===== config.mk =====
export PLATFORM = sky130hd
export DESIGN_NAME = msi_microstep_indexer
export DESIGN_NICKNAME = d
export VERILOG_FILES = /design/src/verilog/msi_pkg.sv /design/src/verilog/msi_wave_rom.sv /design/src/verilog/msi_microstep_indexer.sv
export SDC_FILE = /design/constraint.sdc
export NUM_CORES = 1
export LEC_CHECK = 0
export BUFFER_PORTS_ARGS = -buffer_cell sky130_fd_sc_hd__buf_2
export CAP_MARGIN = 20
export CORE_MARGIN = 2
export CORE_UTILIZATION = 55
export DETAILED_ROUTE_END_ITERATION = 12
export PLACE_DENSITY = 0.83
export SETUP_SLACK_MARGIN = 0.3
export SYNTH_ARGS = -nofsm -noshare
export SYNTH_HDL_FRONTEND = slang
export SYNTH_SLANG_ARGS = --single-unit

===== constraint.sdc =====
create_clock -name ref_clk -period 7.65 [get_ports ref_clk]
set_input_delay 0.3825 -clock ref_clk [delete_from_list [all_inputs] [get_ports ref_clk]]
set_output_delay 0.3825 -clock ref_clk [all_outputs]
set_load 0.05 [all_outputs]

===== src/verilog/msi_pkg.sv =====
package msi_pkg;

  // position counter, one electrical cycle of finest entries
  localparam int         POS_W       = 7;
  localparam logic [6:0] POS_HOME    = 7'h10;
  localparam logic [6:0] FULL_OFFSET = 7'h10;
  localparam logic [5:0] QUARTER_TOP = 6'h20;
  localparam int         LEVEL_W     = 7;

  // tri-level select encoding as seen after the pad comparators
  localparam logic [1:0] TRI_LOW  = 2'h0;
  localparam logic [1:0] TRI_HIGH = 2'h1;
  localparam logic [1:0] TRI_HIZ  = 2'h2;

  // register byte offsets
  localparam logic [31:0] REG_CTRL    = 32'h0000_0000;
  localparam logic [31:0] REG_STATUS  = 32'h0000_0004;
  localparam logic [31:0] REG_CURRENT = 32'h0000_0008;

  // field positions
  localparam int CTRL_SLEEP_BIT = 0;
  localparam int CTRL_UVLO_BIT  = 1;
  localparam int STAT_POS_LSB   = 0;
  localparam int STAT_MODE_LSB  = 8;
  localparam int STAT_BOTH_BIT  = 11;
  localparam int STAT_DIR_BIT   = 12;
  localparam int STAT_OFF_BIT   = 13;
  localparam int STAT_HOLD_BIT  = 14;
  localparam int CUR_A_LSB      = 0;
  localparam int CUR_A_NEG_BIT  = 7;
  localparam int CUR_B_LSB      = 8;
  localparam int CUR_B_NEG_BIT  = 15;

  localparam logic [1:0] CTRL_RESET  = 2'h0;
  localparam logic [1:0] RESP_OKAY   = 2'h0;
  localparam logic [1:0] RESP_SLVERR = 2'h2;

  typedef enum logic [2:0] {
    MSI_FULL,
    MSI_HALF,
    MSI_QUARTER,
    MSI_EIGHTH,
    MSI_SIXTEENTH,
    MSI_THIRTYSECOND
  } msi_mode_t;

  typedef struct packed {
    logic [1:0] resolutionSelHi;
    logic [1:0] resolutionSelLo;
  } msi_sel_t;

  typedef struct packed {
    logic               windingOutPos;
    logic               windingOutNeg;
    logic [LEVEL_W-1:0] level;
  } msi_bridge_t;

  typedef struct packed {
    logic        awvalid;
    logic [31:0] awaddr;
    logic        wvalid;
    logic [31:0] wdata;
    logic [3:0]  wstrb;
    logic        bready;
    logic        arvalid;
    logic [31:0] araddr;
    logic        rready;
  } msi_axi_req_t;

  typedef struct packed {
    logic        awready;
    logic        wready;
    logic        bvalid;
    logic [1:0]  bresp;
    logic        arready;
    logic        rvalid;
    logic [31:0] rdata;
    logic [1:0]  rresp;
  } msi_axi_rsp_t;

endpackage


===== src/verilog/msi_wave_rom.sv =====
`timescale 1ns/1ps

module msi_wave_rom
  import msi_pkg::*;
(
  input  wire logic               ref_clk,
  input  wire logic               arst_n,
  input  wire logic [5:0]         addrA,
  input  wire logic [5:0]         addrB,
  output logic      [LEVEL_W-1:0] dataA,
  output logic      [LEVEL_W-1:0] dataB
);

  typedef struct packed {
    logic [LEVEL_W-1:0] dataA;
    logic [LEVEL_W-1:0] dataB;
  } msi_rom_state_t;

  msi_rom_state_t rom_reg;
  msi_rom_state_t rom_next;

  // quarter wave in percent, index 0 is 0 deg, index 32 is 90 deg
  function automatic logic [LEVEL_W-1:0] quarterWave(input logic [5:0] k);
    case (k)
      6'h00: quarterWave = 7'h00;
      6'h01: quarterWave = 7'h05;
      6'h02: quarterWave = 7'h0A;
      6'h03: quarterWave = 7'h0F;
      6'h04: quarterWave = 7'h14;
      6'h05: quarterWave = 7'h18;
      6'h06: quarterWave = 7'h1D;
      6'h07: quarterWave = 7'h22;
      6'h08: quarterWave = 7'h26;
      6'h09: quarterWave = 7'h2B;
      6'h0A: quarterWave = 7'h2F;
      6'h0B: quarterWave = 7'h33;
      6'h0C: quarterWave = 7'h38;
      6'h0D: quarterWave = 7'h3C;
      6'h0E: quarterWave = 7'h3F;
      6'h0F: quarterWave = 7'h43;
      6'h10: quarterWave = 7'h47;
      6'h11: quarterWave = 7'h4A;
      6'h12: quarterWave = 7'h4D;
      6'h13: quarterWave = 7'h50;
      6'h14: quarterWave = 7'h53;
      6'h15: quarterWave = 7'h56;
      6'h16: quarterWave = 7'h58;
      6'h17: quarterWave = 7'h5A;
      6'h18: quarterWave = 7'h5C;
      6'h19: quarterWave = 7'h5E;
      6'h1A: quarterWave = 7'h60;
      6'h1B: quarterWave = 7'h61;
      6'h1C: quarterWave = 7'h62;
      6'h1D: quarterWave = 7'h63;
      default: quarterWave = 7'h64;
    endcase
  endfunction

  always_comb
  begin
    rom_next.dataA = quarterWave(addrA);
    rom_next.dataB = quarterWave(addrB);
  end

  always_ff @(posedge ref_clk or negedge arst_n)
  begin
    if (!arst_n)
      rom_reg <= '0;
    else
      rom_reg <= rom_next;
  end

  assign dataA = rom_reg.dataA;
  assign dataB = rom_reg.dataB;

endmodule // msi_wave_rom


===== src/verilog/msi_microstep_indexer.sv =====
`timescale 1ns/1ps

// What this block does
// [RULE1] Each qualifying step edge moves the position one resolution step in the chosen sense, and the bridges follow from the position alone.
// [RULE2] The output disable turns off only the bridge drive while the indexer keeps following step and direction.
// [RULE3] With the high select low, the low select picks full, half or quarter step, all on rising edges only.
// [RULE4] With the high select open, the low select picks eighth rising, eighth both edges or sixteenth rising.
// [RULE5] With the high select high, the low select picks sixteenth both edges, thirty-second rising or thirty-second both edges.
// [RULE6] Each select is read as low, high or open, and the controller must leave it in one of those.
// [RULE7] A resolution change mid-motion lands on the next position valid for the new resolution at the next step.
// [RULE8] Reset, undervoltage recovery and sleep exit put the indexer at home, 45 degrees, entry 16 of the finest table.
// [RULE9] Direction high walks the table upward in angle, direction low walks it in reverse.
// [RULE10] Coarser resolutions visit evenly spaced finest entries, full step only the 45 degree row and its quadrant twins.
// [RULE11] Winding levels follow the tabulated percentages per electrical angle.
// [RULE12] Positive current drives the first winding output high against the second, negative reverses it.
// [RULE13] The indexer drives both bridges itself, the controller only gives step, direction and the resolution selects.
// [RULE14] The position wraps modulo 128 finest entries in both senses.
module msi_microstep_indexer
  import msi_pkg::*;
(
  input  wire logic         ref_clk,
  input  wire logic         arst_n,
  input  wire logic         stepIn,
  input  wire logic         dirIn,
  input  wire logic         outputOffN,
  input  wire msi_sel_t     resolutionSel,
  output msi_bridge_t       windA,
  output msi_bridge_t       windB,
  input  wire msi_axi_req_t axiReq,
  output msi_axi_rsp_t      axiRsp
);

  typedef struct packed {
    logic              stepPrev;
    logic              stepSeen;
    logic [POS_W-1:0]  pos;
    logic              negAD;
    logic              negBD;
    msi_bridge_t       windA;
    msi_bridge_t       windB;
    logic              awreadyR;
    logic              wreadyR;
    logic              awHave;
    logic              wHave;
    logic [31:0]       awAddr;
    logic [31:0]       wData;
    logic [3:0]        wStrb;
    logic              bvalidR;
    logic [1:0]        bresp;
    logic              arreadyR;
    logic              rvalidR;
    logic [31:0]       rdata;
    logic [1:0]        rresp;
    logic [1:0]        ctrl;
  } msi_core_state_t;

  msi_core_state_t    core_reg;
  msi_core_state_t    core_next;
  msi_mode_t          curMode;
  logic               bothEdges;
  logic               hold;
  logic               stepRise;
  logic               stepFall;
  logic               stepMove;
  logic [POS_W-1:0]   targetPos;
  logic [5:0]         romAddrA;
  logic [5:0]         romAddrB;
  logic [LEVEL_W-1:0] romDataA;
  logic [LEVEL_W-1:0] romDataB;

  // open and any undefined code both read as the middle level
  function automatic logic [1:0] triLevel(input logic [1:0] code);
    if (code == TRI_LOW || code == TRI_HIGH)
      triLevel = code;
    else
      triLevel = TRI_HIZ;
  endfunction

  always_comb
  begin
    curMode   = MSI_FULL;
    bothEdges = 1'b0;
    case ({triLevel(resolutionSel.resolutionSelHi), triLevel(resolutionSel.resolutionSelLo)}) // RULE6
      {TRI_LOW, TRI_LOW}:   curMode = MSI_FULL;                 // RULE3
      {TRI_LOW, TRI_HIZ}:   curMode = MSI_HALF;                 // RULE3
      {TRI_LOW, TRI_HIGH}:  curMode = MSI_QUARTER;              // RULE3
      {TRI_HIZ, TRI_LOW}:   curMode = MSI_EIGHTH;               // RULE4
      {TRI_HIZ, TRI_HIZ}:
      begin
        curMode   = MSI_EIGHTH;                                  // RULE4
        bothEdges = 1'b1;
      end
      {TRI_HIZ, TRI_HIGH}:  curMode = MSI_SIXTEENTH;            // RULE4
      {TRI_HIGH, TRI_LOW}:
      begin
        curMode   = MSI_SIXTEENTH;                               // RULE5
        bothEdges = 1'b1;
      end
      {TRI_HIGH, TRI_HIZ}:  curMode = MSI_THIRTYSECOND;         // RULE5
      {TRI_HIGH, TRI_HIGH}:
      begin
        curMode   = MSI_THIRTYSECOND;                            // RULE5
        bothEdges = 1'b1;
      end
      default:              curMode = MSI_FULL;
    endcase
  end

  assign hold     = core_reg.ctrl[CTRL_SLEEP_BIT] | core_reg.ctrl[CTRL_UVLO_BIT];
  // first edge after reset only learns the pin, so a step held high through reset is no step
  assign stepRise = stepIn & ~core_reg.stepPrev & core_reg.stepSeen;
  assign stepFall = ~stepIn & core_reg.stepPrev & core_reg.stepSeen;
  assign stepMove = ~hold & (stepRise | (stepFall & bothEdges)); // RULE1

  // snapping to the grid first lets a resolution change land on a valid entry
  always_comb
  begin
    logic [POS_W-1:0] stride;
    logic [POS_W-1:0] offset;
    logic [POS_W-1:0] rel;
    logic [POS_W-1:0] down;
    stride = 7'h01;
    offset = 7'h00;
    rel    = 7'h00;
    down   = 7'h00;
    case (curMode)
      MSI_FULL:
      begin
        stride = 7'h20;
        offset = FULL_OFFSET;                                    // RULE10
      end
      MSI_HALF:         stride = 7'h10;                          // RULE10
      MSI_QUARTER:      stride = 7'h08;
      MSI_EIGHTH:       stride = 7'h04;
      MSI_SIXTEENTH:    stride = 7'h02;
      MSI_THIRTYSECOND: stride = 7'h01;
      default:          stride = 7'h01;
    endcase
    rel  = core_reg.pos - offset;
    down = rel & ~(stride - 7'h01);                              // RULE7
    if (dirIn)
      targetPos = down + stride + offset;                        // RULE9 RULE14
    else if (rel == down)
      targetPos = down - stride + offset;                        // RULE9 RULE14
    else
      targetPos = down + offset;                                 // RULE7
  end

  // quadrant fold of the quarter wave; odd quadrants swap the two look-ups
  always_comb
  begin
    if (core_reg.pos[5])
    begin
      romAddrA = {1'b0, core_reg.pos[4:0]};
      romAddrB = QUARTER_TOP - {1'b0, core_reg.pos[4:0]};
    end
    else
    begin
      romAddrA = QUARTER_TOP - {1'b0, core_reg.pos[4:0]};
      romAddrB = {1'b0, core_reg.pos[4:0]};
    end
  end

  msi_wave_rom u_wave_rom (
    .ref_clk (ref_clk),
    .arst_n  (arst_n),
    .addrA   (romAddrA),
    .addrB   (romAddrB),
    .dataA   (romDataA),
    .dataB   (romDataB)
  ); // RULE11

  always_comb
  begin
    logic offAll;
    logic [31:0] wAddr;
    logic [31:0] rAddr;
    offAll    = 1'b0;
    wAddr     = 32'h0000_0000;
    rAddr     = 32'h0000_0000;
    core_next = core_reg;

    core_next.stepPrev = stepIn;
    core_next.stepSeen = 1'b1;
    if (hold)
      core_next.pos = POS_HOME;                                  // RULE8
    else if (stepMove)
      core_next.pos = targetPos;                                 // RULE1

    core_next.negAD = core_reg.pos[6] ^ core_reg.pos[5];
    core_next.negBD = core_reg.pos[6];

    // only the drive is gated; under outputOffN the position above keeps moving, under hold it stays at POS_HOME
    offAll = outputOffN | hold;                                  // RULE2
    core_next.windA.level = offAll ? 7'h00 : romDataA;
    core_next.windB.level = offAll ? 7'h00 : romDataB;
    core_next.windA.windingOutPos = ~offAll & (romDataA != 7'h00) & ~core_reg.negAD; // RULE12
    core_next.windA.windingOutNeg = ~offAll & (romDataA != 7'h00) & core_reg.negAD;  // RULE12
    core_next.windB.windingOutPos = ~offAll & (romDataB != 7'h00) & ~core_reg.negBD; // RULE13
    core_next.windB.windingOutNeg = ~offAll & (romDataB != 7'h00) & core_reg.negBD;  // RULE13

    if (axiReq.awvalid && core_reg.awreadyR)
    begin
      core_next.awHave = 1'b1;
      core_next.awAddr = axiReq.awaddr;
    end
    if (axiReq.wvalid && core_reg.wreadyR)
    begin
      core_next.wHave = 1'b1;
      core_next.wData = axiReq.wdata;
      core_next.wStrb = axiReq.wstrb;
    end
    if (core_reg.bvalidR && axiReq.bready)
      core_next.bvalidR = 1'b0;
    if (core_next.awHave && core_next.wHave && !core_next.bvalidR)
    begin
      wAddr = {core_next.awAddr[31:2], 2'b00};
      core_next.awHave  = 1'b0;
      core_next.wHave   = 1'b0;
      core_next.bvalidR = 1'b1;
      core_next.bresp   = RESP_OKAY;
      if (wAddr == REG_CTRL)
      begin
        if (core_next.wStrb[0])
          core_next.ctrl = core_next.wData[1:0];
      end
      else if (wAddr != REG_STATUS && wAddr != REG_CURRENT)
        core_next.bresp = RESP_SLVERR;
    end
    core_next.awreadyR = ~core_next.awHave & ~core_next.bvalidR;
    core_next.wreadyR  = ~core_next.wHave & ~core_next.bvalidR;

    if (core_reg.rvalidR && axiReq.rready)
      core_next.rvalidR = 1'b0;
    if (axiReq.arvalid && core_reg.arreadyR)
    begin
      rAddr = {axiReq.araddr[31:2], 2'b00};
      core_next.rvalidR = 1'b1;
      core_next.rresp   = RESP_OKAY;
      core_next.rdata   = 32'h0000_0000;
      case (rAddr)
        REG_CTRL:
          core_next.rdata[1:0] = core_reg.ctrl;
        REG_STATUS:
        begin
          core_next.rdata[STAT_POS_LSB +: POS_W] = core_reg.pos;
          core_next.rdata[STAT_MODE_LSB +: 3]    = curMode;
          core_next.rdata[STAT_BOTH_BIT]         = bothEdges;
          core_next.rdata[STAT_DIR_BIT]          = dirIn;
          core_next.rdata[STAT_OFF_BIT]          = outputOffN;
          core_next.rdata[STAT_HOLD_BIT]         = hold;
        end
        REG_CURRENT:
        begin
          core_next.rdata[CUR_A_LSB +: LEVEL_W] = core_reg.windA.level;
          core_next.rdata[CUR_A_NEG_BIT]        = core_reg.windA.windingOutNeg;
          core_next.rdata[CUR_B_LSB +: LEVEL_W] = core_reg.windB.level;
          core_next.rdata[CUR_B_NEG_BIT]        = core_reg.windB.windingOutNeg;
        end
        default:
          core_next.rresp = RESP_SLVERR;
      endcase
    end
    core_next.arreadyR = ~core_next.rvalidR;
  end

  always_ff @(posedge ref_clk or negedge arst_n)
  begin
    if (!arst_n)
    begin
      core_reg      <= '0;
      core_reg.pos  <= POS_HOME;                                 // RULE8
      core_reg.ctrl <= CTRL_RESET;
    end
    else
      core_reg <= core_next;
  end

  assign windA  = core_reg.windA;
  assign windB  = core_reg.windB;
  assign axiRsp = '{awready: core_reg.awreadyR,
                    wready:  core_reg.wreadyR,
                    bvalid:  core_reg.bvalidR,
                    bresp:   core_reg.bresp,
                    arready: core_reg.arreadyR,
                    rvalid:  core_reg.rvalidR,
                    rdata:   core_reg.rdata,
                    rresp:   core_reg.rresp};

  property p_fine_fwd;
    @(posedge ref_clk) disable iff (!arst_n)
      (stepMove && dirIn && curMode == MSI_THIRTYSECOND) |=> core_reg.pos == $past(core_reg.pos) + 7'h01;
  endproperty
  a_fine_fwd: assert property (p_fine_fwd) else $error("forward step did not add one"); // RULE9

  property p_fine_rev;
    @(posedge ref_clk) disable iff (!arst_n)
      (stepMove && !dirIn && curMode == MSI_THIRTYSECOND) |=> core_reg.pos == $past(core_reg.pos) - 7'h01;
  endproperty
  a_fine_rev: assert property (p_fine_rev) else $error("reverse step did not subtract one"); // RULE1

  property p_wrap;
    @(posedge ref_clk) disable iff (!arst_n)
      (stepMove && dirIn && curMode == MSI_THIRTYSECOND && core_reg.pos == 7'h7F) |=> core_reg.pos == 7'h00;
  endproperty
  a_wrap: assert property (p_wrap) else $error("position did not wrap to zero"); // RULE14

  property p_full_grid;
    @(posedge ref_clk) disable iff (!arst_n)
      (stepMove && curMode == MSI_FULL) |=> core_reg.pos[4:0] == 5'h10;
  endproperty
  a_full_grid: assert property (p_full_grid) else $error("full step left the 45 degree rows"); // RULE10

  property p_res_change;
    @(posedge ref_clk) disable iff (!arst_n)
      (stepMove && curMode == MSI_EIGHTH) |=> core_reg.pos[1:0] == 2'h0 && core_reg.pos != $past(core_reg.pos);
  endproperty
  a_res_change: assert property (p_res_change) else $error("eighth step landed off grid"); // RULE7

  property p_both_edge;
    @(posedge ref_clk) disable iff (!arst_n)
      (stepFall && bothEdges && !hold) |=> core_reg.pos != $past(core_reg.pos);
  endproperty
  a_both_edge: assert property (p_both_edge) else $error("falling edge ignored in dual edge mode"); // RULE4

  property p_rise_only;
    @(posedge ref_clk) disable iff (!arst_n)
      (stepFall && !bothEdges && !hold) |=> $stable(core_reg.pos);
  endproperty
  a_rise_only: assert property (p_rise_only) else $error("falling edge moved a rising only mode"); // RULE3

  property p_home;
    @(posedge ref_clk) disable iff (!arst_n)
      hold |=> core_reg.pos == POS_HOME;
  endproperty
  a_home: assert property (p_home) else $error("indexer not at home during hold"); // RULE8

  property p_off;
    @(posedge ref_clk) disable iff (!arst_n)
      outputOffN |=> !windA.windingOutPos && !windA.windingOutNeg && !windB.windingOutPos
                     && !windB.windingOutNeg && windA.level == 7'h00;
  endproperty
  a_off: assert property (p_off) else $error("bridge driven while output disabled"); // RULE2

  property p_polarity;
    @(posedge ref_clk) disable iff (!arst_n)
      (core_reg.pos == 7'h30 && !outputOffN && !hold)[*3] |-> windA.windingOutNeg && windB.windingOutPos;
  endproperty
  a_polarity: assert property (p_polarity) else $error("bridge polarity wrong at 135 degrees"); // RULE12

  property p_level;
    @(posedge ref_clk) disable iff (!arst_n)
      (core_reg.pos == 7'h08 && !outputOffN && !hold)[*3] |-> windA.level == 7'h5C && windB.level == 7'h26;
  endproperty
  a_level: assert property (p_level) else $error("winding levels differ from table"); // RULE11

endmodule // msi_microstep_indexer


== Word-level counts from Yosys, hierarchy flattened ==
Memories as Yosys holds them, arrays and structs flattened.
Index checks and enable logic that the tools add are counted.

* Bitwise operators: 30
* Equal/unequal tests: 19
* Reductions and logical operators: 25
* $add $sub $neg: 8
* Multiplexer cells: 33

{| class="wikitable"
|+ Operators with widths
! kind !! number
|-
| 30-bit zero test || 2
|-
| 7-bit two-way mux || 8
|-
| 35-bit two-way mux || 1
|-
| 32-bit two-way mux || 1
|-
| 30-bit by 1-bit equality test with 1-bit output (second input constant) || 1
|-
| 30-bit by 2-bit equality test with 1-bit output (second input constant) || 1
|-
| 30-bit by 1-bit inequality test with 1-bit output (second input constant) || 1
|-
| 30-bit by 2-bit inequality test with 1-bit output (second input constant) || 1
|-
| 6-bit case mux with 5 select lines || 1
|-
| 7-bit adder || 4
|-
| 6-bit two-way mux || 3
|-
| 3-bit case mux with 5 select lines || 1
|-
| 1-bit AND || 14
|-
| 7-bit case mux with 2 select lines || 1
|-
| 7-bit nonzero test || 2
|-
| 7-bit subtractor || 2
|-
| 4-bit by 3-bit equality test with 1-bit output (second input constant) || 3
|-
| 4-bit equality test (second input constant) || 3
|-
| 2-bit two-way mux || 6
|-
| 1-bit inverter || 10
|-
| 5-bit case mux with 2 select lines || 1
|-
| 1-bit logical AND || 8
|-
| 7-bit AND || 1
|-
| 7-bit equality test || 1
|-
| 23 further kinds || 38
|}

* Bits of input ports: 114
* Output and inout bits: 59
* Memories kept: 2
* Register bits after elaboration: 110
* Bits in read-only memories: 448
* Logic and storage cells: 146

{| class="wikitable"
|+ Memory list
! name !! depth !! width !! rd ports !! clocked after Yosys merged registers in !! wr ports !! RTL line !! text
|-
| (no name shown) || 32 || 7 || 1 || 0 || 0 || msi_wave_rom.sv:24 || <nowiki>case (k)</nowiki>
|-
| (no name shown) || 32 || 7 || 1 || 0 || 0 || msi_wave_rom.sv:24 ||
|}

== Depth between registers and ports, before layout ==
Gate-level depths: netlist (run 1).

* Depth after elaboration: 17
* Gate-level depth with buffers: 15
* Depth with buffers taken out: 14

== Modules after synthesis ==
Synthesis (run 1) repeated with hierarchy kept, for this count alone.

* Cells, all modules: 677
* Area total of the unflattened synthesis: 6492.5 um^2

{| class="wikitable"
|+ By module, submodules not included
! module !! area an instance (um^2) !! sequential area each (um^2) !! instances !! cells each
|-
| msi_microstep_indexer || 5196.2 || 2228.4 || 1 || 526
|-
| msi_wave_rom || 1296.2 || 350.3 || 1 || 151
|}

== Least setup slack after synthesis (run 1) ==
OpenSTA, ideal clock, no wires.

* Path type: input-to-reg
* From: input port resolutionSel[3] (netlist name)
* To: register core_reg (netlist bit core_next[131])
* Buffers on the path: 1
* Path slack: 4.389 ns
* Library setup time: 0.124 ns
* Arrival: 3.138 ns
* Required time: 7.526 ns
* Cell stages on the path: 15
* Cell sequence: buf_6 > or2_4 > nor3_4 > ha_1 > nor2_1 > inv_1 > fa_1 > inv_1 > ha_1 > o21ai_0 > o21bai_1 > a21oi_1 > xnor2_1 > a21o_1 > o31a_1

* Cells in the longest elaborated chain, start to end: 17
* Elaborated cells between the ends (all ways): 43
* Those cells by class: 7 x add/sub; 14 x eq/ne; 9 x mux; 5 x bitwise; 8 x reduce/logical

{| class="wikitable"
|+ RTL lines
! item !! RTL line !! text
|-
| start: declaration || msi_microstep_indexer.sv:26 || <nowiki>input wire msi_sel_t resolutionSel,</nowiki>
|-
| 2-bit by 1-bit equality test with 1-bit output or 2-bit zero test (tied branches) || msi_microstep_indexer.sv:73 || <nowiki>if (code == TRI_LOW || code == TRI_HIGH)</nowiki>
|-
| 1-bit logical OR || msi_microstep_indexer.sv:73 ||
|-
| 2-bit two-way mux * || msi_microstep_indexer.sv:73 ||
|-
| 4-bit by 3-bit equality test with 1-bit output or 4-bit equality test (tied branches) || msi_microstep_indexer.sv:83 || <nowiki>case ({triLevel(resolutionSel.resolutionSelHi), triLevel(resolutionSel.resolutionSelLo)})</nowiki>
|-
| 2-bit OR reduction (no line) || - ||
|-
| 3-bit case mux with 5 select lines || msi_microstep_indexer.sv:83 ||
|-
| 3-bit equality test, or another cell as far along || msi_microstep_indexer.sv:126 || <nowiki>case (curMode)</nowiki>
|-
| 6-bit case mux with 5 select lines || msi_microstep_indexer.sv:126 ||
|-
| 7-bit by 1-bit subtractor with 7-bit output || msi_microstep_indexer.sv:140 || <nowiki>down = rel & ~(stride - 7'h01);</nowiki>
|-
| 7-bit inverter || msi_microstep_indexer.sv:140 ||
|-
| 7-bit AND || msi_microstep_indexer.sv:140 ||
|-
| 7-bit subtractor || msi_microstep_indexer.sv:144 || <nowiki>targetPos = down - stride + offset;</nowiki>
|-
| 7-bit adder || msi_microstep_indexer.sv:144 ||
|-
| 7-bit two-way mux || msi_microstep_indexer.sv:143 || <nowiki>else if (rel == down)</nowiki>
|-
| 7-bit two-way mux || msi_microstep_indexer.sv:141 || <nowiki>if (dirIn)</nowiki>
|-
| 7-bit two-way mux || msi_microstep_indexer.sv:187 || <nowiki>else if (stepMove)</nowiki>
|-
| 7-bit two-way mux || msi_microstep_indexer.sv:185 || <nowiki>if (hold)</nowiki>
|-
| end signal: assignment || msi_microstep_indexer.sv:276 || <nowiki>core_reg <= core_next;</nowiki>
|-
| end: declaration || msi_microstep_indexer.sv:57 || <nowiki>msi_core_state_t core_reg;</nowiki>
|}

Every way passes the cells marked *; elsewhere a longest branch is shown, timed or not. The select of a mux whose other input is x is not followed.
A chain may end at the register's enable or synchronous reset.

== Worst setup path after layout (run 1) ==
* From: register core_reg[137] (netlist name)
* To: register core_reg (netlist bit core_next[131])

* Cells in the longest elaborated chain, start to end: 8
* Elaborated cells between the ends (all ways): 12
* Those cells by class: 6 x add/sub; 1 x eq/ne; 4 x mux; 1 x bitwise

{| class="wikitable"
|+ RTL lines
! item !! RTL line !! text
|-
| 7-bit subtractor * || msi_microstep_indexer.sv:139 || <nowiki>rel = core_reg.pos - offset;</nowiki>
|-
| 7-bit AND || msi_microstep_indexer.sv:140 ||
|-
| 7-bit subtractor || msi_microstep_indexer.sv:144 ||
|-
| 7-bit adder || msi_microstep_indexer.sv:144 ||
|-
| 7-bit two-way mux || msi_microstep_indexer.sv:143 ||
|-
| 7-bit two-way mux * || msi_microstep_indexer.sv:141 ||
|-
| 7-bit two-way mux * || msi_microstep_indexer.sv:187 ||
|-
| 7-bit two-way mux * || msi_microstep_indexer.sv:185 ||
|}

Marked as above.

==> results of run 1 <==
## worst min-delay path by stage
| stage | start | to | slack (ps) | cells after the start |
|---|---|---|---|---|
| global route | arst_n | core_reg[87] | 60 | 1 |
| CTS | arst_n | core_reg[87] | 30 | 1 |
| floorplan | arst_n | axiRsp[10] | 90 | 0 |
| global placement | arst_n | core_reg[87] | 380 | 1 |
| finish | arst_n | core_reg[87] | 20 | 1 |
| detailed placement | arst_n | core_reg[88] | 400 | 1 |
## Yosys cell counts (3+ instances only)
| cell type | n |
|---|---|
| dfrtp_1 | 102 |
| buf_4 | 62 |
| nand2_1 | 47 |
| nor2_1 | 42 |
| mux2_2 | 34 |
| ha_1 | 31 |
| inv_1 | 29 |
| a21oi_1 | 27 |
| o21ai_1 | 23 |
| nor4_1 | 18 |
| and2_1 | 15 |
| xnor2_1 | 15 |
| nor3_1 | 14 |
| o21ai_0 | 14 |
| mux2i_1 | 12 |
| a22oi_1 | 10 |
| nand3_1 | 9 |
| o31ai_1 | 9 |
| a21o_1 | 8 |
| buf_2 | 8 |
| nor2b_1 | 8 |
| clkbuf_1 | 7 |
| a211oi_1 | 6 |
| o211ai_1 | 5 |
| and3_1 | 4 |
| fa_1 | 4 |
| inv_2 | 4 |
| nand2b_1 | 4 |
| nand4_1 | 4 |
| xor2_1 | 4 |
| mux4_2 | 3 |
| o21bai_1 | 3 |
| o41ai_1 | 3 |
| or2_2 | 3 |
## cell type report
cell class / instances / area [um2]
fill: 922 / 4420
multi-input combinational: 437 / 3180
sequential: 103 / 2580
timing repair buffer: 118 / 596
clock buffer: 13 / 250
tap: 143 / 179
inverter: 34 / 128
clock inverter: 3 / 42.5
## kinds of logic after synthesis
kind of cell | after synthesis
flops | 103
compound gates | 125
other cells | 2
simple gates | 181
xor+xnor | 24
mux | 52
buf+inv | 113
fa+ha+maj | 36
## power by group
part           internal, W  switching (W)  total, W
sequential        0.000743       0.000147  0.000891
clock             0.000262       0.000186  0.000448
combinational     0.000551       0.000805   0.00136
total              0.00156        0.00114   0.00269
## metrics by stage
stage          cells   util  setup WS, ps
2_1_floorplan    653      -          4390
3_3_place_gp     835  0.585          4100
3_5_place_dp     835  0.585          4010
4_1_cts          851  0.611          4250
5_1_grt          851  0.611          4070
6_report         851  0.611          4200
## per-layer routing
layer | vias to the layer above | track usage | part of all wire
met4 | 0 | 0.0864 | 0.021
met5 | - | 0 | 0
met3 | 24 | 0.0310 | 0.061
met2 | 181 | 0.421 | 0.51
met1 | 2333 | 0.289 | 0.41
li1 | 2288 | - | -
## layout by cell type (no fill, tap or decap), types with 4 or more instances in the layout
cell | synthesis | layout
a21oi_1 | 27 | 27
buf_2 | 8 | 116
a22oi_1 | 10 | 10
and2_1 | 15 | 15
o21ai_1 | 23 | 23
o31ai_1 | 9 | 9
a211oi_1 | 6 | 6
fa_1 | 4 | 4
nand2_1 | 47 | 47
ha_1 | 31 | 31
nor2_1 | 42 | 42
mux2_2 | 34 | 34
nor4_1 | 18 | 18
nand4_1 | 4 | 4
xor2_1 | 4 | 4
a21o_1 | 8 | 8
and3_1 | 4 | 4
o211ai_1 | 5 | 5
inv_2 | 4 | 4
nand3_1 | 9 | 9
nor3_1 | 14 | 14
inv_1 | 29 | 29
nand2b_1 | 4 | 4
xnor2_1 | 15 | 15
clkbuf_16 | 0 | 9
nor2b_1 | 8 | 8
conb_1 | 2 | 19
mux2i_1 | 12 | 12
dfrtp_1 | 102 | 102
o21ai_0 | 14 | 14
==> summary.md, run 1 <==
| Metric | Value |
|---|---|
| R2r startpoint | `core_reg[137]` |
| Synth Area in Simple Gates | `0.144` |
| Remaining DRCs | `0` |
| Tightest Pin Transition | `just under 1000 ps` |
| TritonCTS Buffers | `9` |
| Synth area leader | `dfrtp_1` |
| R2R depth | `12` |
| H-tree depth | `3` |
| Avg Inst Size Synth | `approximately 10 um2` |
| Core Region | `11400 um2` |
| Number of I/O port buffers | `approximately 120` |
| CTS tree | `built` |
| Setup TNS Final | `0 ps` |
| Share of layout cells above drive strength 1 | `0.273` |
| Hold Fails Final Rpt | `0` |
| Initial antenna violation count | `0` |
| Die area | `approximately 12000 um2` |
| Final ANT Viol Nets | `0` |
| CP cell instances | `inv_1 -> ha_1 -> nor2_1 -> inv_1 -> fa_1 -> ha_1 -> o21ai_0 -> o21bai_1 -> a21oi_1 -> xnor2_1 -> nor4b_1 -> o31a_1` |
| Crit path max fanout | `5` |
| Initial core utilization | `0.560` |
| # IOs | `between 150 and 200` |
| Adder-Cell Fraction of Synth Area | `0.0750` |
| Antenna cell count | `0` |
| Post-synthesis register bit count | `103` |
| Placed cell area | `between 6000 and 7000 um2` |
| Worst VDD drop | `0.000222 V` |
| DR WL/cell | `16.9 um` |
| Cts repair resizes | `0` |
| R2r setup slk | `4200 ps` |
| Outcome | `finished, final reports clean` |
| Routed wire length | `roughly 14000 um` |
| Setup CP Type | `reg2reg` |
| Vias in the first global route | `roughly 5000` |
| Crit-path slowest cell | `dfstp_2` |
| Root Buffer | `clkbuf_16` |
| Bufs and invs on worst path | `2` |
| Mapped cell area | `between 6000 and 7000 um2` |
| Synth Area in Compound Gates | `0.131` |
| Max reg flops | `47` |
| Critical Path Start Type | `flop` |
| Largest net degree at the start of global routing | `just over 60` |
| Gate Count Post-Synth | `between 600 and 700` |
| Synth top area share | `0.401` |
| Crit path DAT | `around 3700 ps` |
| Final number of max-transition violations | `0` |
| Cts hold-fix bufs | `0` |
| GPL Wtd Cong | `0.924` |
| Setup crit end kind | `flop` |
| DP HPWL | `11000 um` |
| Clock Skew | `~3.6 ps` |
| Synth Flop Type | `dfrtp_1` |
| Die height | `112 um` |
| RR Endpoint | `core_next[131]` |
| All-Layer GR Usage | `0.234` |
| Worst-skew pair later-pin latency | `about 340 ps` |
| DR iter-0 viols | `around 360` |
| Post-synth EDFFs | `0` |
| Final period utilization | `0.451` |
| GRT overflow | `0` |
| Via count | `about 4800` |
| Top cells by area, synth | `dfrtp_1 (40%), buf_4 (7.3%), ha_1 (6.1%)` |
| P per Cell Area | `between 300 and 400 nW/um2` |
| Setup-failing EPs final | `0` |
| Power, Total | `0.00269 W` |
| Pre-antenna DRT Iters | `5` |
| Fmax | `between 200 and 300 MHz` |
| Layout area overhead | `9.05%` |
| Row cnt | `39` |
| Slew margin rel. | `0.353` |
| Leakage | `about 3.3 nW` |
| Layout Nets | `852` |
| Vias per cell | `~5.7` |
| RSZ-0062 raised after global routing | `false` |
| Sequential element share of the synthesized area | `0.405` |
| CTS Buffer Depth | `2` |
| Worst hold slack | `roughly 16 ps` |
| Ys async rst share | `1.00` |
| Max Cap Viol | `0` |
| Design area | `a little under 7000 um2` |
| Die span in x | `about 110 um` |
| Final min period | `3450 ps` |
| First-pass GRT wire length | `23500 um` |
| Post-CTS Setup Repair Bufs | `0` |
| Hold Path Class | `in2async` |
| Slowest stage delay, CP | `600 ps` |
| Synth Area in XOR/XNOR | `0.0424` |
| Yosys cell types | `between 70 and 80` |
| Stages on worst setup path | `12` |
| Yosys warning count | `0` |
| CTS Sinks | `103` |
| Crit path max-delay family | `adder cells` |
| Worst EP required | `just under 8000 ps` |
| CP endpoint | `core_next[131]` |
| Main combinational cell family by area after synthesis | `simple AND/OR/NAND/NOR gates` |
| Mux contribution to synthesized area | `0.0954` |
| Launch point of the worst path | `core_reg[137]` |
| Clk slew on worst S/H paths | `~60 ps` |
Note: power is estimated with default switching activity, not from simulation.
==> run 2: changes to the inputs <==
--- a/config.mk
+++ b/config.mk
@@ -8,9 +8,9 @@
 export BUFFER_PORTS_ARGS = -buffer_cell sky130_fd_sc_hd__buf_2
 export CAP_MARGIN = 20
 export CORE_MARGIN = 2
-export CORE_UTILIZATION = 55
+export CORE_UTILIZATION = 48
 export DETAILED_ROUTE_END_ITERATION = 12
-export PLACE_DENSITY = 0.83
+export PLACE_DENSITY = 0.77
 export SETUP_SLACK_MARGIN = 0.3
 export SYNTH_ARGS = -nofsm -noshare
 export SYNTH_HDL_FRONTEND = slang
==> constraint.sdc (replaced) <==
create_clock -name ref_clk -period 2.9 [get_ports ref_clk]
set_input_delay 0.145 -clock ref_clk [delete_from_list [all_inputs] [get_ports ref_clk]]
set_output_delay 0.145 -clock ref_clk [all_outputs]
set_load 0.05 [all_outputs]
==> summary.md, run 2 (synthesized netlist as in run 1, its figures left out) <==
| Metric | Value |
|---|---|
| Critical Path Start Type | `flop` |
| Worst hold slack | `roughly 47 ps` |
| GPL Wtd Cong | `about 0.86` |
| Vias in the first global route | `roughly 4900` |
| # fillers | `1116` |
| All-Layer GR Usage | `0.213` |
| Fmax | `about 350 MHz` |
| Slew margin rel. | `0.339` |
| Final ANT Viol Nets | `0` |
| Clk slew on worst S/H paths | `~70 ps` |
| First-pass GRT wire length | `24100 um` |
| CTS tree | `built` |
| CTS Buffer Depth | `2` |
| Crit path max fanout | `2` |
| Antenna cell count | `0` |
| Placed cell area | `6910 um2` |
| Worst VDD drop | `0.000373 V` |
| RSZ-0062 raised after global routing | `true` |
| Most frequent cells in the layout | `buf_2 (116), dfrtp_1 (102), nand2_1 (47), nor2_1 (41), mux2_2 (34)` |
| Max Cap Viol | `0` |
| Tightest Pin Transition | `between 900 and 1000 ps` |
| Layout area overhead | `15.1%` |
| Die area | `14200 um2` |
| Vias per cell | `5.43` |
| Initial antenna violation count | `0` |
| Power, Total | `0.00741 W` |
| DP HPWL | `about 11000 um` |
| Worst EP required | `3130 ps` |
| Hold Path Class | `in2reg` |
| Die span in x | `approximately 120 um` |
| Crit path DAT | `slightly above 3000 ps` |
| Crit-path slowest cell | `fa_2` |
| Die height | `about 120 um` |
| Root Buffer | `clkbuf_16` |
| Most common cell after layout, fill and taps aside | `buf_2` |
| DR iter-0 viols | `329` |
| Share of layout cells above drive strength 1 | `0.329` |
| Outcome | `finished, final reports clean` |
| Slowest stage delay, CP | `around 570 ps` |
| CTS Sinks | `a little over 100` |
| Pre-antenna DRT Iters | `5` |
| Design area | `7340 um2` |
| Layout Nets | `between 800 and 900` |
| Initial core utilization | `0.487` |
| Final period utilization | `0.984` |
| Routed wire length | `15100 um` |
| Remaining DRCs | `0` |
| Setup-failing EPs final | `0` |
| Post-Layout Cell Count | `around 920` |
| Cells after DPL | `894` |
| Row cnt | `42` |
| CP cell instances | `inv_2 -> ha_4 -> nor2_4 -> inv_2 -> fa_2 -> inv_2 -> ha_4 -> o21ai_2 -> o21bai_1 -> a21oi_2 -> xnor2_1 -> a21o_1 -> o31a_1` |
| Core Region | `approximately 13000 um2` |
| Top cell by count, worst path | `inv_2` |
| TritonCTS Buffers | `9` |
| Max reg flops | `47` |
| Number of I/O port buffers | `about 120` |
| Leakage | `roughly 3.5 nW` |
| P per Cell Area | `1010 nW/um2` |
| Largest net degree at the start of global routing | `77` |
| R2r setup slk | `approximately 47 ps` |
| Final number of max-transition violations | `0` |
| DR WL/cell | `approximately 16 um` |
| Via count | `between 4000 and 5000` |
| Worst-skew pair later-pin latency | `350 ps` |
| Hold Fails Final Rpt | `0` |
| Bufs and invs on worst path | `3` |
| Crit path max-delay family | `adder cells` |
| H-tree depth | `3` |
| Setup CP Type | `reg2reg` |
| Setup crit end kind | `flop` |
| Final min period | `roughly 2900 ps` |
| GRT overflow | `0` |
| Clock Skew | `8.59 ps` |
| # IOs | `173` |
==> run 2: changes by cell type in the layout (fill, tap and decap cells not counted), moves of 3 or more <==
cell	before	now
clkbuf_1	3	0
buf_4	2	33
inv_2	4	7
a21oi_1	27	23
ha_1	31	28
ha_4	0	3
a21oi_2	0	3
inv_1	29	26
==> run 2: area by class of cell <==
cell class / count / area, um2 / area share
Multi-Input combinational cell: 437 / 3270 / 0.446
Sequential cell: 103 / 2580 / 0.352
Timing Repair Buffer: 151 / 848 / 0.116
Clock buffer: 10 / 239 / 0.0326
Tap cell: 176 / 220 / 0.0300
Inverter: 34 / 128 / 0.0174
Clock inverter: 6 / 50.0 / 0.00682
==> run 2: final timing paths <==
| kind | from | end | cells past startpoint |
|---|---|---|---|
| worst max-delay path | core_reg[137] | core_next[131] | 13 |
| worst min-delay path | axiReq[83] | core_reg[88] | 2 |
| worst max register to register | core_reg[137] | core_next[131] | 13 |
| worst min register to register | core_reg[131] | windB[8] | 1 |
| max in group asynchronous | arst_n | axiRsp[37] | 3 |
| min in group asynchronous | arst_n | windB[8] | 2 |
==> run 2: worst reg2reg max path: cells and delay by family, from the launching register on <==
| kind | cells | cell delay [ps] |
|---|---|---|
| adder cells (fa/ha/maj) | 3 | 1050 |
| AND/OR/NAND/NOR | 1 | 100 |
| AO/OA/AOI/OAI | 5 | 750 |
| buffers and inverters | 3 | 170 |
| XOR/XNOR | 1 | 140 |
| flip-flops | 1 | 550 |
==> run 2: routing by layer <==
layer,GRT usage,vias to the layer above,wire length (um)
met4,0.0699,0,263
met3,0.0359,24,892
met5,0,-,0
li1,-,2348,-
met2,0.367,169,7620
met1,0.271,2434,6280
==> run 2: what timing repair did <==
item / CTS / global route
hold buffers: 2 / 0
setup buffers: 3 / 2
pin swaps: 15 / 8
hold endpoints to repair: 16 / 0
endpoints found under the setup margin: 2 / 3
gates resized for setup: 14 / 3
cloned: 0 / 0
==> run 2: power by group <==
part	internal, W	switching (W)	total (W)	leakage, nW
Clock	0.000618	0.000557	0.00118	0.141
Sequential	0.00196	0.000277	0.00224	1.28
Combinational	0.00169	0.00231	0.00400	2.08
Total	0.00427	0.00314	0.00741	3.49
==> run 2: through the flow <==
step / utilization / setup WS [ps] / TNS (ps)
final: 0.561 / 46.9 / 0
after CTS: 0.559 / 67.2 / 0
after detailed placement: 0.528 / -91.4 / -91.4
after global routing: 0.561 / -24.8 / -24.8
after global placement: 0.528 / -17.0 / -17.0
after floorplan: - / -82.1 / -82.1
==> run 3: changes to the inputs <==
--- a/config.mk
+++ b/config.mk
@@ -5,13 +5,14 @@
 export SDC_FILE = /design/constraint.sdc
 export NUM_CORES = 1
 export LEC_CHECK = 0
-export BUFFER_PORTS_ARGS = -buffer_cell sky130_fd_sc_hd__buf_2
+export ABC_CLOCK_PERIOD_IN_PS = 2900
+export BUFFER_PORTS_ARGS = -buffer_cell sky130_fd_sc_hd__buf_4
 export CAP_MARGIN = 20
 export CORE_MARGIN = 2
 export CORE_UTILIZATION = 48
 export DETAILED_ROUTE_END_ITERATION = 12
 export PLACE_DENSITY = 0.77
-export SETUP_SLACK_MARGIN = 0.3
+export SETUP_SLACK_MARGIN = 0.15
 export SYNTH_ARGS = -nofsm -noshare
 export SYNTH_HDL_FRONTEND = slang
 export SYNTH_SLANG_ARGS = --single-unit
==> summary.md, run 3 (synthesized netlist as in run 1, its figures left out) <==
| Metric | Value |
|---|---|
| P per Cell Area | `approximately 980 nW/um2` |
| Crit path max fanout | `2` |
| R2r setup slk | `approximately 150 ps` |
| Area occupied by multi-input gates | `3250 um2` |
| Antenna cell count | `0` |
| Largest net degree at the start of global routing | `94` |
| Worst VDD drop | `0.000445 V` |
| CTS Buffer Depth | `2` |
| Hold Path Class | `in2reg` |
| Setup crit end kind | `flop` |
| Design area | `between 7000 and 8000 um2` |
| R2r startpoint | `core_reg[137]` |
| Layout area overhead | `19.3%` |
| # fillers | `between 1000 and 1500` |
| DP HPWL | `around 12000 um` |
| Die height | `between 100 and 150 um` |
| CTS Sinks | `around 100` |
| TritonCTS Buffers | `9` |
| RR Endpoint | `core_next[131]` |
| Leakage | `about 3.6 nW` |
| Via count | `approximately 5000` |
| Initial antenna violation count | `0` |
| DR WL/cell | `16.5 um` |
| Clock Skew | `8.90 ps` |
| All-Layer GR Usage | `0.214` |
| Most common cell after layout, fill and taps aside | `buf_4` |
| Layout Nets | `881` |
| Min-Delay Startpoint | `axiReq[33]` |
| Worst-skew pair later-pin latency | `between 300 and 400 ps` |
| Most frequent cells in the layout | `buf_4 (144), dfrtp_1 (102), nand2_1 (47), nor2_1 (41), mux2_2 (34)` |
| # IOs | `approximately 170` |
| Worst EP required | `between 3000 and 4000 ps` |
| Initial core utilization | `0.487` |
| FF/Latch Area | `between 2000 and 3000 um2` |
| Remaining DRCs | `0` |
| Hold Fails Final Rpt | `0` |
| Vias per cell | `approximately 5.3` |
| CTS tree | `built` |
| Vias in the first global route | `4906` |
| Setup CP Type | `reg2reg` |
| GRT overflow | `0` |
| Placed cell area | `7180 um2` |
| Tightest Pin Transition | `between 900 and 1000 ps` |
| Outcome | `finished, final reports clean` |
| Final number of max-transition violations | `0` |
| Max reg flops | `47` |
| Worst hold stages | `2` |
| Hold EP | `axiRsp[10]` |
| Clk slew on worst S/H paths | `roughly 70 ps` |
| Fmax | `roughly 360 MHz` |
| Final core utilization | `0.581` |
| Final period utilization | `0.947` |
| RSZ-0062 raised after global routing | `true` |
| Number of I/O port buffers | `approximately 120` |
| Power, Total | `about 0.0075 W` |
| Pre-antenna DRT Iters | `4` |
| Core Region | `~13000 um2` |
| H-tree depth | `3` |
| Crit path DAT | `2980 ps` |
| DR iter-0 viols | `roughly 310` |
| Row cnt | `42` |
| Worst hold slack | `between 20 and 25 ps` |
| R2R depth | `13` |
| Die span in x | `119 um` |
| Critical Path Start Type | `flop` |
| Share of layout cells above drive strength 1 | `0.320` |
| Final ANT Viol Nets | `0` |
| GPL Wtd Cong | `~0.85` |
| Die area | `14200 um2` |
| First-pass GRT wire length | `approximately 24000 um` |
| Setup-failing EPs final | `0` |
| Root Buffer | `clkbuf_16` |
| Routed wire length | `about 15000 um` |
| Setup TNS Final | `0 ps` |
| Max Cap Viol | `0` |
| Slew margin rel. | `0.383` |
| Final min period | `2750 ps` |
## run 3: cell types whose count changed in the layout (fill, tap and decap cells not counted), moves of 2 or more
cell / change
a21oi_1: +2
buf_2: -116
buf_4: +111
clkinv_4: +2
## run 3: area by class of cell
class	instances	share of cell area
clock buffer	9	0.0296
timing repair buffer	147	0.149
clock inverter	7	0.00971
inverter	34	0.0168
multi-input combinational	437	0.427
tap	176	0.0290
sequential	103	0.339
## run 3: routing by layer
| metal | up-vias | routed length (um) | part of all wire | GRT usage |
|---|---|---|---|---|
| met5 | - | 0 | 0 | 0 |
| met4 | 0 | 252 | 0.017 | 0.0692 |
| met3 | 16 | 700 | 0.047 | 0.0359 |
| met2 | 129 | 7700 | 0.51 | 0.380 |
| met1 | 2376 | 6390 | 0.42 | 0.266 |
| li1 | 2343 | - | - | - |
## run 3: how the worst max path moves through the flow
stage                                 to              from  slack, ps  cells past startpoint
after global placement    core_next[131]  resolutionSel[2]       -100                     15
after floorplan           core_next[131]  resolutionSel[3]        -90                     15
after global routing      core_next[131]     core_reg[137]         50                     13
final                     core_next[131]     core_reg[137]        150                     13
after detailed placement  core_next[131]  resolutionSel[2]       -180                     14
after CTS                 core_next[131]     core_reg[137]        120                     13
## run 3: metrics by stage
step	instances	worst slack (ps)
2_1_floorplan	653	-92.2
3_3_place_gp	892	-97.2
3_5_place_dp	892	-182
4_1_cts	911	123
5_1_grt	913	48.1
6_report	913	152
## run 3: what timing repair did
action / in CTS / in global routing
setup buffers: 2 / 0
endpoints found under the hold margin: 1 / 40
endpoints found under the setup margin: 2 / 2
pin swaps: 11 / 2
cloned: 0 / 0
hold buffers: 1 / 1
gates resized for setup: 14 / 1
## run 3: power breakdown
group	switching (W)	internal, W	total (W)
combinational	0.00231	0.00174	0.00405
sequential	0.000285	0.00196	0.00225
clock	0.000581	0.000610	0.00119
total	0.00318	0.00431	0.00748
## run 3: worst max-delay path, stage by stage (launching register included)
cell      delay (ps)
dfstp_2          540
inv_2             50
ha_4             220
nor2_4            90
inv_2             50
fa_2             570
inv_2             60
ha_4             260
o21ai_2           50
o21bai_1         160
a21oi_2           80
xnor2_1          120
a21o_1           160
o31a_1           230
